--- src/inc/vip_pkg.sv ---
// Constants, register map and carrier types for the vectored interrupt
// priority block. Assumes an AHB-Lite slave port with 32-bit data.
//
// Behaviour
// [RULE1] Control bit 0 enables normal vectoring, bit 1 enables fast vectoring (here bit 1 is only stored and read back).
// [RULE2] Up to eight nesting levels per class; fast always outranks normal. (here only the normal class nests; fast has no levels)
// [RULE3] Each prioritizable source has a 3-bit priority, values 0 to 7.
// [RULE4] Table base points at a table of 32 service-routine pointers.
// [RULE5] Base bits 15:0 read/write, reset zero; bits 31:16 read zero.
// [RULE6] Vector register shows base at bits 22:7; bits 31:23, 1:0 zero.
// [RULE7] Vector bits 6:2 carry index 0..21 of highest-priority active source.
// [RULE8] Second timer as winner reads index 00100.
// [RULE9] Software reads vector only after a normal interrupt with nesting on.
// [RULE10] Priority reg 0 fields 30:28, 26:24, 22:20: clock lock, converter, flash.
// [RULE11] Priority reg 0 fields 18:16, 14:12, 10:8, 6:4: timers two..zero, software.
// [RULE12] Priority reg 0 bits 3:0 reserved; source 0 is not prioritizable.
// [RULE13] Vector read with nesting on sets status bit of winner's priority.
// [RULE14] Status write clears only the highest-priority set bit per write.
// [RULE15] Nesting off: both classes still delivered, no priority, fast first.
// [RULE16] Ties in priority go to the lowest source index.
// [RULE17] Source field tracks sources live, reads zero with nothing pending.

package vip_pkg;

  // ----------------------------------------------------------------------
  // Register map (byte addresses)
  // ----------------------------------------------------------------------
  localparam logic [31:0] ADDR_TABLE_BASE   = 32'hffff_0014;
  localparam logic [31:0] ADDR_VECTOR_PTR   = 32'hffff_001c;
  localparam logic [31:0] ADDR_SRC_PRIO_0   = 32'hffff_0020;
  localparam logic [31:0] ADDR_VECTOR_CTRL  = 32'hffff_0030;
  localparam logic [31:0] ADDR_ACTIVE_STAT  = 32'hffff_003c;
  localparam logic [31:0] ADDR_EVENT_STAT   = 32'hffff_0040;
  localparam logic [31:0] ADDR_EVENT_MASK   = 32'hffff_0044;

  // ----------------------------------------------------------------------
  // Field layout and reset values
  // ----------------------------------------------------------------------
  localparam int          NUM_SOURCES       = 22;
  localparam int          TABLE_ENTRIES     = 32;
  localparam int          NUM_LEVELS        = 8;
  localparam int          BASE_WIDTH        = 16;
  localparam int          VEC_BASE_LSB      = 7;
  localparam int          VEC_INDEX_LSB     = 2;
  localparam int          CTRL_NORMAL_BIT   = 0;
  localparam int          CTRL_FAST_BIT     = 1;
  localparam logic [31:0] PRIO0_WRITE_MASK  = 32'h7777_7770;
  localparam logic [31:0] RESET_WORD        = 32'h0000_0000;
  localparam logic [2:0]  FIXED_PRIO        = 3'h7;
  localparam logic [2:0]  SOURCE0_PRIO      = 3'h0;
  // Sources 1..7 take their level from priority reg 0, nibble 1..7
  localparam int          PRIO0_FIRST_SRC   = 1;
  localparam int          PRIO0_LAST_SRC    = 7;

  // Event status bits
  localparam int          EV_NEST_ENTER     = 0;
  localparam int          EV_NEST_EXIT      = 1;
  localparam int          EV_EMPTY_READ     = 2;
  localparam int          NUM_EVENTS        = 3;

  // AHB encodings
  localparam logic [1:0]  HTRANS_NONSEQ     = 2'h2;
  localparam logic        HRESP_OKAY        = 1'b0;

  // ----------------------------------------------------------------------
  // Carrier types
  // ----------------------------------------------------------------------
  typedef struct packed {
    logic [31:0] addr;
    logic        write;
  } vip_req_s;

  typedef struct packed {
    logic       valid;
    logic [4:0] index;
    logic [2:0] level;
  } vip_pick_s;

endpackage

--- src/rtl/vip_top.sv ---
// Vectored interrupt priority block: nesting state, per-source priority,
// vector formation and an AHB-Lite register slave.
// Assumes source request levels come from logic on the same clock.
//
// Local design decision: the AHB-Lite slave port.
`timescale 1ns/10ps

module vip_top #(
  parameter int NSRC = vip_pkg::NUM_SOURCES
) (
  input  wire logic              CORE_CLK_IN,
  input  wire logic              RST_IN,
  input  wire logic              HSEL_IN,
  input  wire logic [31:0]       HADDR_IN,
  input  wire logic [1:0]        HTRANS_IN,
  input  wire logic              HWRITE_IN,
  input  wire logic [2:0]        HSIZE_IN,
  input  wire logic [31:0]       HWDATA_IN,
  input  wire logic              HREADY_IN,
  input  wire logic [NSRC-1:0]   NORMAL_ACTIVE_IN,
  input  wire logic [NSRC-1:0]   FAST_ACTIVE_IN,
  output logic [31:0]            HRDATA_OUT,
  output logic                   HREADYOUT_OUT,
  output logic                   HRESP_OUT,
  output logic                   NORMAL_REQ_OUT,
  output logic                   FAST_REQ_OUT,
  output logic                   INT_OUT
);

  // ----------------------------------------------------------------------
  // Functions
  // ----------------------------------------------------------------------

  // Level of one source; source 0 and sources beyond reg 0 are fixed
  function automatic logic [2:0] level_of(input logic [31:0] prio0, input int idx);
    logic [2:0] lv;
    lv = vip_pkg::FIXED_PRIO;
    if (idx == 0) begin
      lv = vip_pkg::SOURCE0_PRIO;                                   // [RULE12]
    end else if (idx >= vip_pkg::PRIO0_FIRST_SRC && idx <= vip_pkg::PRIO0_LAST_SRC) begin
      lv = prio0[idx*4 +: 3];                                       // [RULE10] [RULE11]
    end
    return lv;
  endfunction

  // True when an entered level at or above this one is still in service
  function automatic logic level_blocked(input logic [7:0] stat, input logic [2:0] lv);
    logic bl;
    bl = 1'b0;
    for (int j = 0; j < vip_pkg::NUM_LEVELS; j++) begin
      if (stat[j] && (3'(j) <= lv)) begin
        bl = 1'b1;
      end
    end
    return bl;
  endfunction

  // Lowest set bit cleared; bit 0 is the highest priority level
  function automatic logic [7:0] clear_top(input logic [7:0] stat);
    logic [7:0] res;
    logic       done;
    res  = stat;
    done = 1'b0;
    for (int j = 0; j < vip_pkg::NUM_LEVELS; j++) begin
      if (stat[j] && !done) begin
        res[j] = 1'b0;
        done   = 1'b1;
      end
    end
    return res;
  endfunction

  // ----------------------------------------------------------------------
  // Registers
  // ----------------------------------------------------------------------
  logic [vip_pkg::BASE_WIDTH-1:0] base_q;
  logic [31:0]                    prio0_q;
  logic                           normal_nest_enable_q;
  logic                           fast_nest_enable_q;
  logic [7:0]                     active_stat_q;
  logic [7:0]                     active_stat_d;
  logic [vip_pkg::NUM_EVENTS-1:0] ev_stat_q;
  logic [vip_pkg::NUM_EVENTS-1:0] ev_stat_d;
  logic [vip_pkg::NUM_EVENTS-1:0] ev_mask_q;
  logic [vip_pkg::NUM_EVENTS-1:0] ev_set;
  vip_pkg::vip_req_s              req_q;
  logic                           pend_q;
  logic [31:0]                    rdata_q;
  logic                           hready_q;
  logic                           normal_req_q;
  logic                           fast_req_q;
  logic                           int_q;

  // ----------------------------------------------------------------------
  // Source selection
  // ----------------------------------------------------------------------

  // Scan from the top so the lowest index wins a tie on level
  vip_pkg::vip_pick_s pick;
  always_comb begin
    logic [2:0] lv;
    lv   = 3'h0;
    pick = '0;
    for (int i = NSRC - 1; i >= 0; i--) begin
      lv = normal_nest_enable_q ? level_of(prio0_q, i) : 3'h0;     // [RULE15]
      if (NORMAL_ACTIVE_IN[i] && !(normal_nest_enable_q && level_blocked(active_stat_q, lv))
          && (!pick.valid || lv <= pick.level)) begin               // [RULE16] [RULE2]
        pick.valid = 1'b1;
        pick.index = 5'(i);                                         // [RULE7] [RULE8]
        pick.level = lv;
      end
    end
  end

  // Vector word: base scaled into the 32-entry pointer table
  wire [31:0] vector_word = {9'h000, base_q, pick.valid ? pick.index : 5'h00, 2'b00};  // [RULE6] [RULE17] [RULE4]

  // Request to the core: fast first, normal held back while fast pending
  wire fast_any   = |FAST_ACTIVE_IN;
  wire normal_any = pick.valid & ~fast_any;                         // [RULE2] [RULE15]

  // ----------------------------------------------------------------------
  // AHB-Lite decode
  // ----------------------------------------------------------------------
  wire addr_take  = HSEL_IN & HREADY_IN & (HTRANS_IN == vip_pkg::HTRANS_NONSEQ);
  wire do_wr      = pend_q & req_q.write;
  wire do_rd      = pend_q & ~req_q.write;
  wire hit_base   = req_q.addr == vip_pkg::ADDR_TABLE_BASE;
  wire hit_vec    = req_q.addr == vip_pkg::ADDR_VECTOR_PTR;
  wire hit_prio0  = req_q.addr == vip_pkg::ADDR_SRC_PRIO_0;
  wire hit_ctrl   = req_q.addr == vip_pkg::ADDR_VECTOR_CTRL;
  wire hit_astat  = req_q.addr == vip_pkg::ADDR_ACTIVE_STAT;
  wire hit_evstat = req_q.addr == vip_pkg::ADDR_EVENT_STAT;
  wire hit_evmask = req_q.addr == vip_pkg::ADDR_EVENT_MASK;

  // Read mux; unmapped addresses read zero
  logic [31:0] rd_mux;
  always_comb begin
    rd_mux = vip_pkg::RESET_WORD;
    if (hit_base)   rd_mux = {16'h0000, base_q};                     // [RULE5]
    if (hit_vec)    rd_mux = vector_word;
    if (hit_prio0)  rd_mux = prio0_q;
    if (hit_ctrl)   rd_mux = {30'h0000_0000, fast_nest_enable_q, normal_nest_enable_q};
    if (hit_astat)  rd_mux = {24'h00_0000, active_stat_q};
    if (hit_evstat) rd_mux = {29'h0000_0000, ev_stat_q};
    if (hit_evmask) rd_mux = {29'h0000_0000, ev_mask_q};
  end

  // ----------------------------------------------------------------------
  // Nesting status and events
  // ----------------------------------------------------------------------
  wire vec_read  = do_rd & hit_vec;
  wire nest_in   = vec_read & normal_nest_enable_q & pick.valid;    // [RULE13] [RULE9]
  wire nest_out  = do_wr & hit_astat & (|active_stat_q);

  always_comb begin
    active_stat_d = active_stat_q;
    if (nest_in) begin
      active_stat_d[pick.level] = 1'b1;                             // [RULE13]
    end else if (nest_out) begin
      active_stat_d = clear_top(active_stat_q);                     // [RULE14]
    end
  end

  // Event set beats a write-one clear in the same cycle
  assign ev_set = {vec_read & ~pick.valid, nest_out, nest_in};
  assign ev_stat_d = (ev_stat_q & ~((do_wr & hit_evstat) ? HWDATA_IN[vip_pkg::NUM_EVENTS-1:0] :
                     {vip_pkg::NUM_EVENTS{1'b0}})) | ev_set;

  // ----------------------------------------------------------------------
  // Bus slave: one wait state so read data comes from a flop
  // ----------------------------------------------------------------------
  always_ff @(posedge CORE_CLK_IN) begin
    if (RST_IN) begin
      req_q    <= '0;
      pend_q   <= 1'b0;
      hready_q <= 1'b1;
      rdata_q  <= vip_pkg::RESET_WORD;
    end else begin
      pend_q   <= addr_take;
      hready_q <= ~addr_take;
      if (addr_take) begin
        req_q <= '{addr: HADDR_IN, write: HWRITE_IN};
      end
      if (do_rd) begin
        rdata_q <= rd_mux;
      end
    end
  end

  // Software-written configuration
  always_ff @(posedge CORE_CLK_IN) begin
    if (RST_IN) begin
      base_q               <= '0;                                    // [RULE5]
      prio0_q              <= vip_pkg::RESET_WORD;
      normal_nest_enable_q <= 1'b0;
      fast_nest_enable_q   <= 1'b0;
      ev_mask_q            <= '0;
    end else if (do_wr) begin
      if (hit_base)   base_q  <= HWDATA_IN[vip_pkg::BASE_WIDTH-1:0]; // [RULE5]
      if (hit_prio0)  prio0_q <= HWDATA_IN & vip_pkg::PRIO0_WRITE_MASK; // [RULE3] [RULE12]
      if (hit_ctrl) begin
        normal_nest_enable_q <= HWDATA_IN[vip_pkg::CTRL_NORMAL_BIT];  // [RULE1]
        fast_nest_enable_q   <= HWDATA_IN[vip_pkg::CTRL_FAST_BIT];    // [RULE1]
      end
      if (hit_evmask) ev_mask_q <= HWDATA_IN[vip_pkg::NUM_EVENTS-1:0];
    end
  end

  // State updated by hardware
  always_ff @(posedge CORE_CLK_IN) begin
    if (RST_IN) begin
      active_stat_q <= 8'h00;
      ev_stat_q     <= '0;
      normal_req_q  <= 1'b0;
      fast_req_q    <= 1'b0;
      int_q         <= 1'b0;
    end else begin
      active_stat_q <= active_stat_d;
      ev_stat_q     <= ev_stat_d;
      normal_req_q  <= normal_any;
      fast_req_q    <= fast_any;                                    // [RULE15]
      int_q         <= |(ev_stat_d & ev_mask_q);
    end
  end

  // ----------------------------------------------------------------------
  // Outputs
  // ----------------------------------------------------------------------
  assign HRDATA_OUT     = rdata_q;
  assign HREADYOUT_OUT  = hready_q;
  assign HRESP_OUT      = vip_pkg::HRESP_OKAY;
  assign NORMAL_REQ_OUT = normal_req_q;
  assign FAST_REQ_OUT   = fast_req_q;
  assign INT_OUT        = int_q;

  // Size is ignored: only whole-word transfers are supported
  wire unused_size = ^HSIZE_IN;

endmodule // vip_top

--- config.mk ---
export PLATFORM = sky130hd
export DESIGN_NAME = vip_top
export DESIGN_NICKNAME = d
export VERILOG_FILES = /design/src/inc/vip_pkg.sv /design/src/rtl/vip_top.sv
export SDC_FILE = /design/constraint.sdc
export NUM_CORES = 1
export LEC_CHECK = 0
export ABC_AREA = 1
export BUFFER_PORTS_ARGS = -buffer_cell sky130_fd_sc_hd__buf_2
export CORE_MARGIN = 8
export CORE_UTILIZATION = 50
export CTS_BUF_LIST = sky130_fd_sc_hd__clkbuf_2
export CTS_CLUSTER_SIZE = 8
export DETAILED_ROUTE_END_ITERATION = 10
export GPL_TIMING_DRIVEN = 0
export MAX_ROUTING_LAYER = met4
export PLACE_DENSITY = 0.72
export SLEW_MARGIN = 10
export SYNTH_ARGS = -nofsm -noshare
export SYNTH_HDL_FRONTEND = slang
export SYNTH_SLANG_ARGS = --single-unit
--- constraint.sdc ---
create_clock -name CORE_CLK_IN -period 11.6 [get_ports CORE_CLK_IN]
set_clock_uncertainty 0.2 [all_clocks]
set_input_delay 1.74 -clock CORE_CLK_IN [delete_from_list [all_inputs] [get_ports CORE_CLK_IN]]
set_output_delay 1.74 -clock CORE_CLK_IN [all_outputs]
set_load 0.05 [all_outputs]
==> impl_metrics.yaml <==
yosys:
  yosys.area.top_type_share_pct: 33.5
  syn-instance-count: 1071
  yosys_most_used_dff: "dfxtp_1"
  synth_cell_types: 50
  synth_commonest_cells: "nand2_1, dfxtp_1, inv_1"
  postSynthAreaPerCell_um2: 6.69
  synth_edf_count: 0
  yosysWarnings: 0
  synthArstFlopShare_pct: 0
  netlist_area_mm2: 0.00717
  yosys.area.top_type: "dfxtp_1"
  ys_ff_latch: 120
  seq_area_frac_synth_pct: 33.5
  ys_top_cells_by_area: "dfxtp_1, nand2_1, inv_1, nand3_1, a21oi_1"
  synth.most_common_cell: "nand2_1"
worst_setup_path:
  arrival_ns: 11.14
  cp_max_fo: 9
  worstPathRequired_ns: 12.00
  setup.worst_path.end_class: "register"
  slowest_delay_ns: 0.31
  worstSetupPathType: "primary input to register"
  cp_slowest_cell: "ha_1"
  cp_common_cell: "nand2_1"
  startpoint_type: "primary input"
route:
  ant_nets: 0
  wl_per_cell_um: 15.5
  drt_wl_total_um: 22200
  vias_per_cell: 5.40
  vias: 7727
  drc: 0
  firstDrtPassIters: 7
  drt_iter0_markers: 640
power:
  power_density_mw_per_mm2: 101
  p_leak_nw: 3.80
  ir_drop_mv: 0.0758
clock_tree:
  clockBufferDepth: 2
  cts_root_buffer: "clkbuf_2"
  cts_tree: "done"
  clock-sinks: 120
  clk_latency_ns: 0.67
  holdBufCountCts: 0
  numCtsBuffers: 17
  cts_resized: 0
  clk_pin_slew_ns: 0.16
  cts_max_level: 4
min_path:
  hold_class: "register to register"
final_layout:
  areaGrowthSynthToFinish_pct: 17.3
  fillCellCount: 1415
  drive_above_1_share_pct: 21.3
  utilization_pct: 60.3
  finalNetCount: 1376
floorplan:
  io_pins: 155
  std_cell_rows: 43
  start_util_pct: 51.4
  fp.dieW_um: 136
  die-area_mm2: 0.0184
  core_mm2: 0.0139
  die_y_um: 136
grt:
  grt.overflow.total: 0
  grt_use_met1_pct: 31.1
  use_met3_pct: 3.93
  grt_pass1_wl_um: 35400
  use_met2_pct: 39.5
  grt_max_degree: 17
  busiest_layer: "met2"
  grt_use_total_pct: 24.5
  grt_pass1_vias: 7262
  antenna_found_initial: 1
sta:
  slew_viol_final: 0
  min_period_ns: 10.74
  hold_viol_final: 0
  slew_headroom_pct: 35.9
  fmax_mhz: 93.1
  tightest_slew_ns: 0.952
  fin_worst_hold_slack_ns: 0.273
  finalSetupViolations: 0
  rsz0062_at_grt: "no"
  period_share_pct: 92.6
  fin_tns_setup_ns: 0
job:
  cap_violations: 0
placed_design:
  dp_hpwl_um: 18100
  numPortBuffers: 143
  place_congestion: 0.931
status:
  status: "finished clean"
-- where the power goes --
group | switching, mW | internal (mW)
Clock | 0.158 | 0.144
Combinational | 0.0808 | 0.0471
Sequential | 0.00173 | 0.416
-- timing repair --
| action | CTS | global route |
|---|---|---|
| endpoints found under the setup margin | 0 | 4 |
| buffers inserted | 0 | 1 |
| endpoints found under the hold margin | 0 | 0 |
-- worst paths after layout --
| kind | endpoint | start | depth (start not counted) | slack (ns) |
|---|---|---|---|---|
| max reg2reg | HRDATA_OUT[6]$_SDFFE_PP0P_ | active_stat_q[5]$_SDFFE_PP0P_ | 78 | 1.40 |
| max | HRDATA_OUT[6]$_SDFFE_PP0P_ | NORMAL_ACTIVE_IN[17] | 74 | 0.86 |
| min reg2reg | fast_nest_enable_q$_SDFFE_PP0P_ | fast_nest_enable_q$_SDFFE_PP0P_ | 2 | 0.27 |
| min | fast_nest_enable_q$_SDFFE_PP0P_ | fast_nest_enable_q$_SDFFE_PP0P_ | 2 | 0.27 |
-- flip-flops by register name, indices dropped and copies added, names as in the netlist --
signal and count:
active_stat_q 8, NORMAL_REQ_OUT 1, prio0_q 21, FAST_REQ_OUT 1, INT_OUT 1, HREADYOUT_OUT 1, pend_q 1, req_q 33
base_q 16, ev_mask_q 3, normal_nest_enable_q 1, HRDATA_OUT 29, fast_nest_enable_q 1, ev_stat_q 3
-- worst max-delay path, delay by kind of cell --
family | cells | cell delay [ns]
adder cells (fa/ha/maj) | 7 | 1.97
buffers and inverters | 4 | 0.44
AND/OR/NAND/NOR | 46 | 4.67
AO/OA/AOI/OAI | 17 | 2.30
-- per-layer routing --
| layer | vias up | wire length, um |
|---|---|---|
| met5 | - | 0 |
| met4 | 0 | 366 |
| met3 | 29 | 1450 |
| met2 | 260 | 10500 |
| met1 | 3521 | 9890 |
| li1 | 3917 | - |
-- layout by cell type (no fill, tap or decap), types with 20 or more instances in the layout --
cell type / netlist / layout
a21oi_1: 63 / 63
nor3_1: 45 / 45
nand3_1: 64 / 64
clkbuf_1: 32 / 32
o21ai_0: 51 / 51
clkbuf_2: 0 / 20
nor2_1: 80 / 80
buf_2: 0 / 143
nand2_1: 277 / 277
inv_2: 22 / 22
inv_1: 98 / 98
ha_1: 21 / 21
dfxtp_1: 120 / 120
a211oi_1: 34 / 34
-- cell families after synthesis --
family                   share of synthesized area (%)
AND/OR/NAND/NOR                                   35.5
AO/OA/AOI/OAI                                     17.9
buffers and inverters                             9.37
flip-flops                                        33.5
adder cells (fa/ha/maj)                           3.67
other                                           0.0523
-- stage by stage --
stage | cells | power [mW] | area, um2 | worst slack [ns]
global placement | 1397 | 0.551 | 8120 | 0.250
global route | 1431 | 0.883 | 8410 | 0.00280
floorplan | 1074 | 0.512 | 7180 | 1.48
detailed placement | 1397 | 0.552 | 8120 | 0.195
CTS | 1429 | 0.851 | 8400 | 0.836
finish | 1431 | 0.847 | 8410 | 0.855
-- cell type report --
type / count / area [um2] / share of cell area (%)
Antenna cell: 1 / 2.50 / 0.0298
Buffer: 44 / 214 / 2.55
Clock buffer: 20 / 100 / 1.19
Clock inverter: 12 / 176 / 2.10
Inverter: 122 / 458 / 5.45
Multi-Input combinational cell: 788 / 4110 / 48.8
Sequential cell: 120 / 2400 / 28.6
Tap cell: 180 / 225 / 2.68
Timing Repair Buffer: 144 / 723 / 8.60
(Power assumes the default switching activity.)
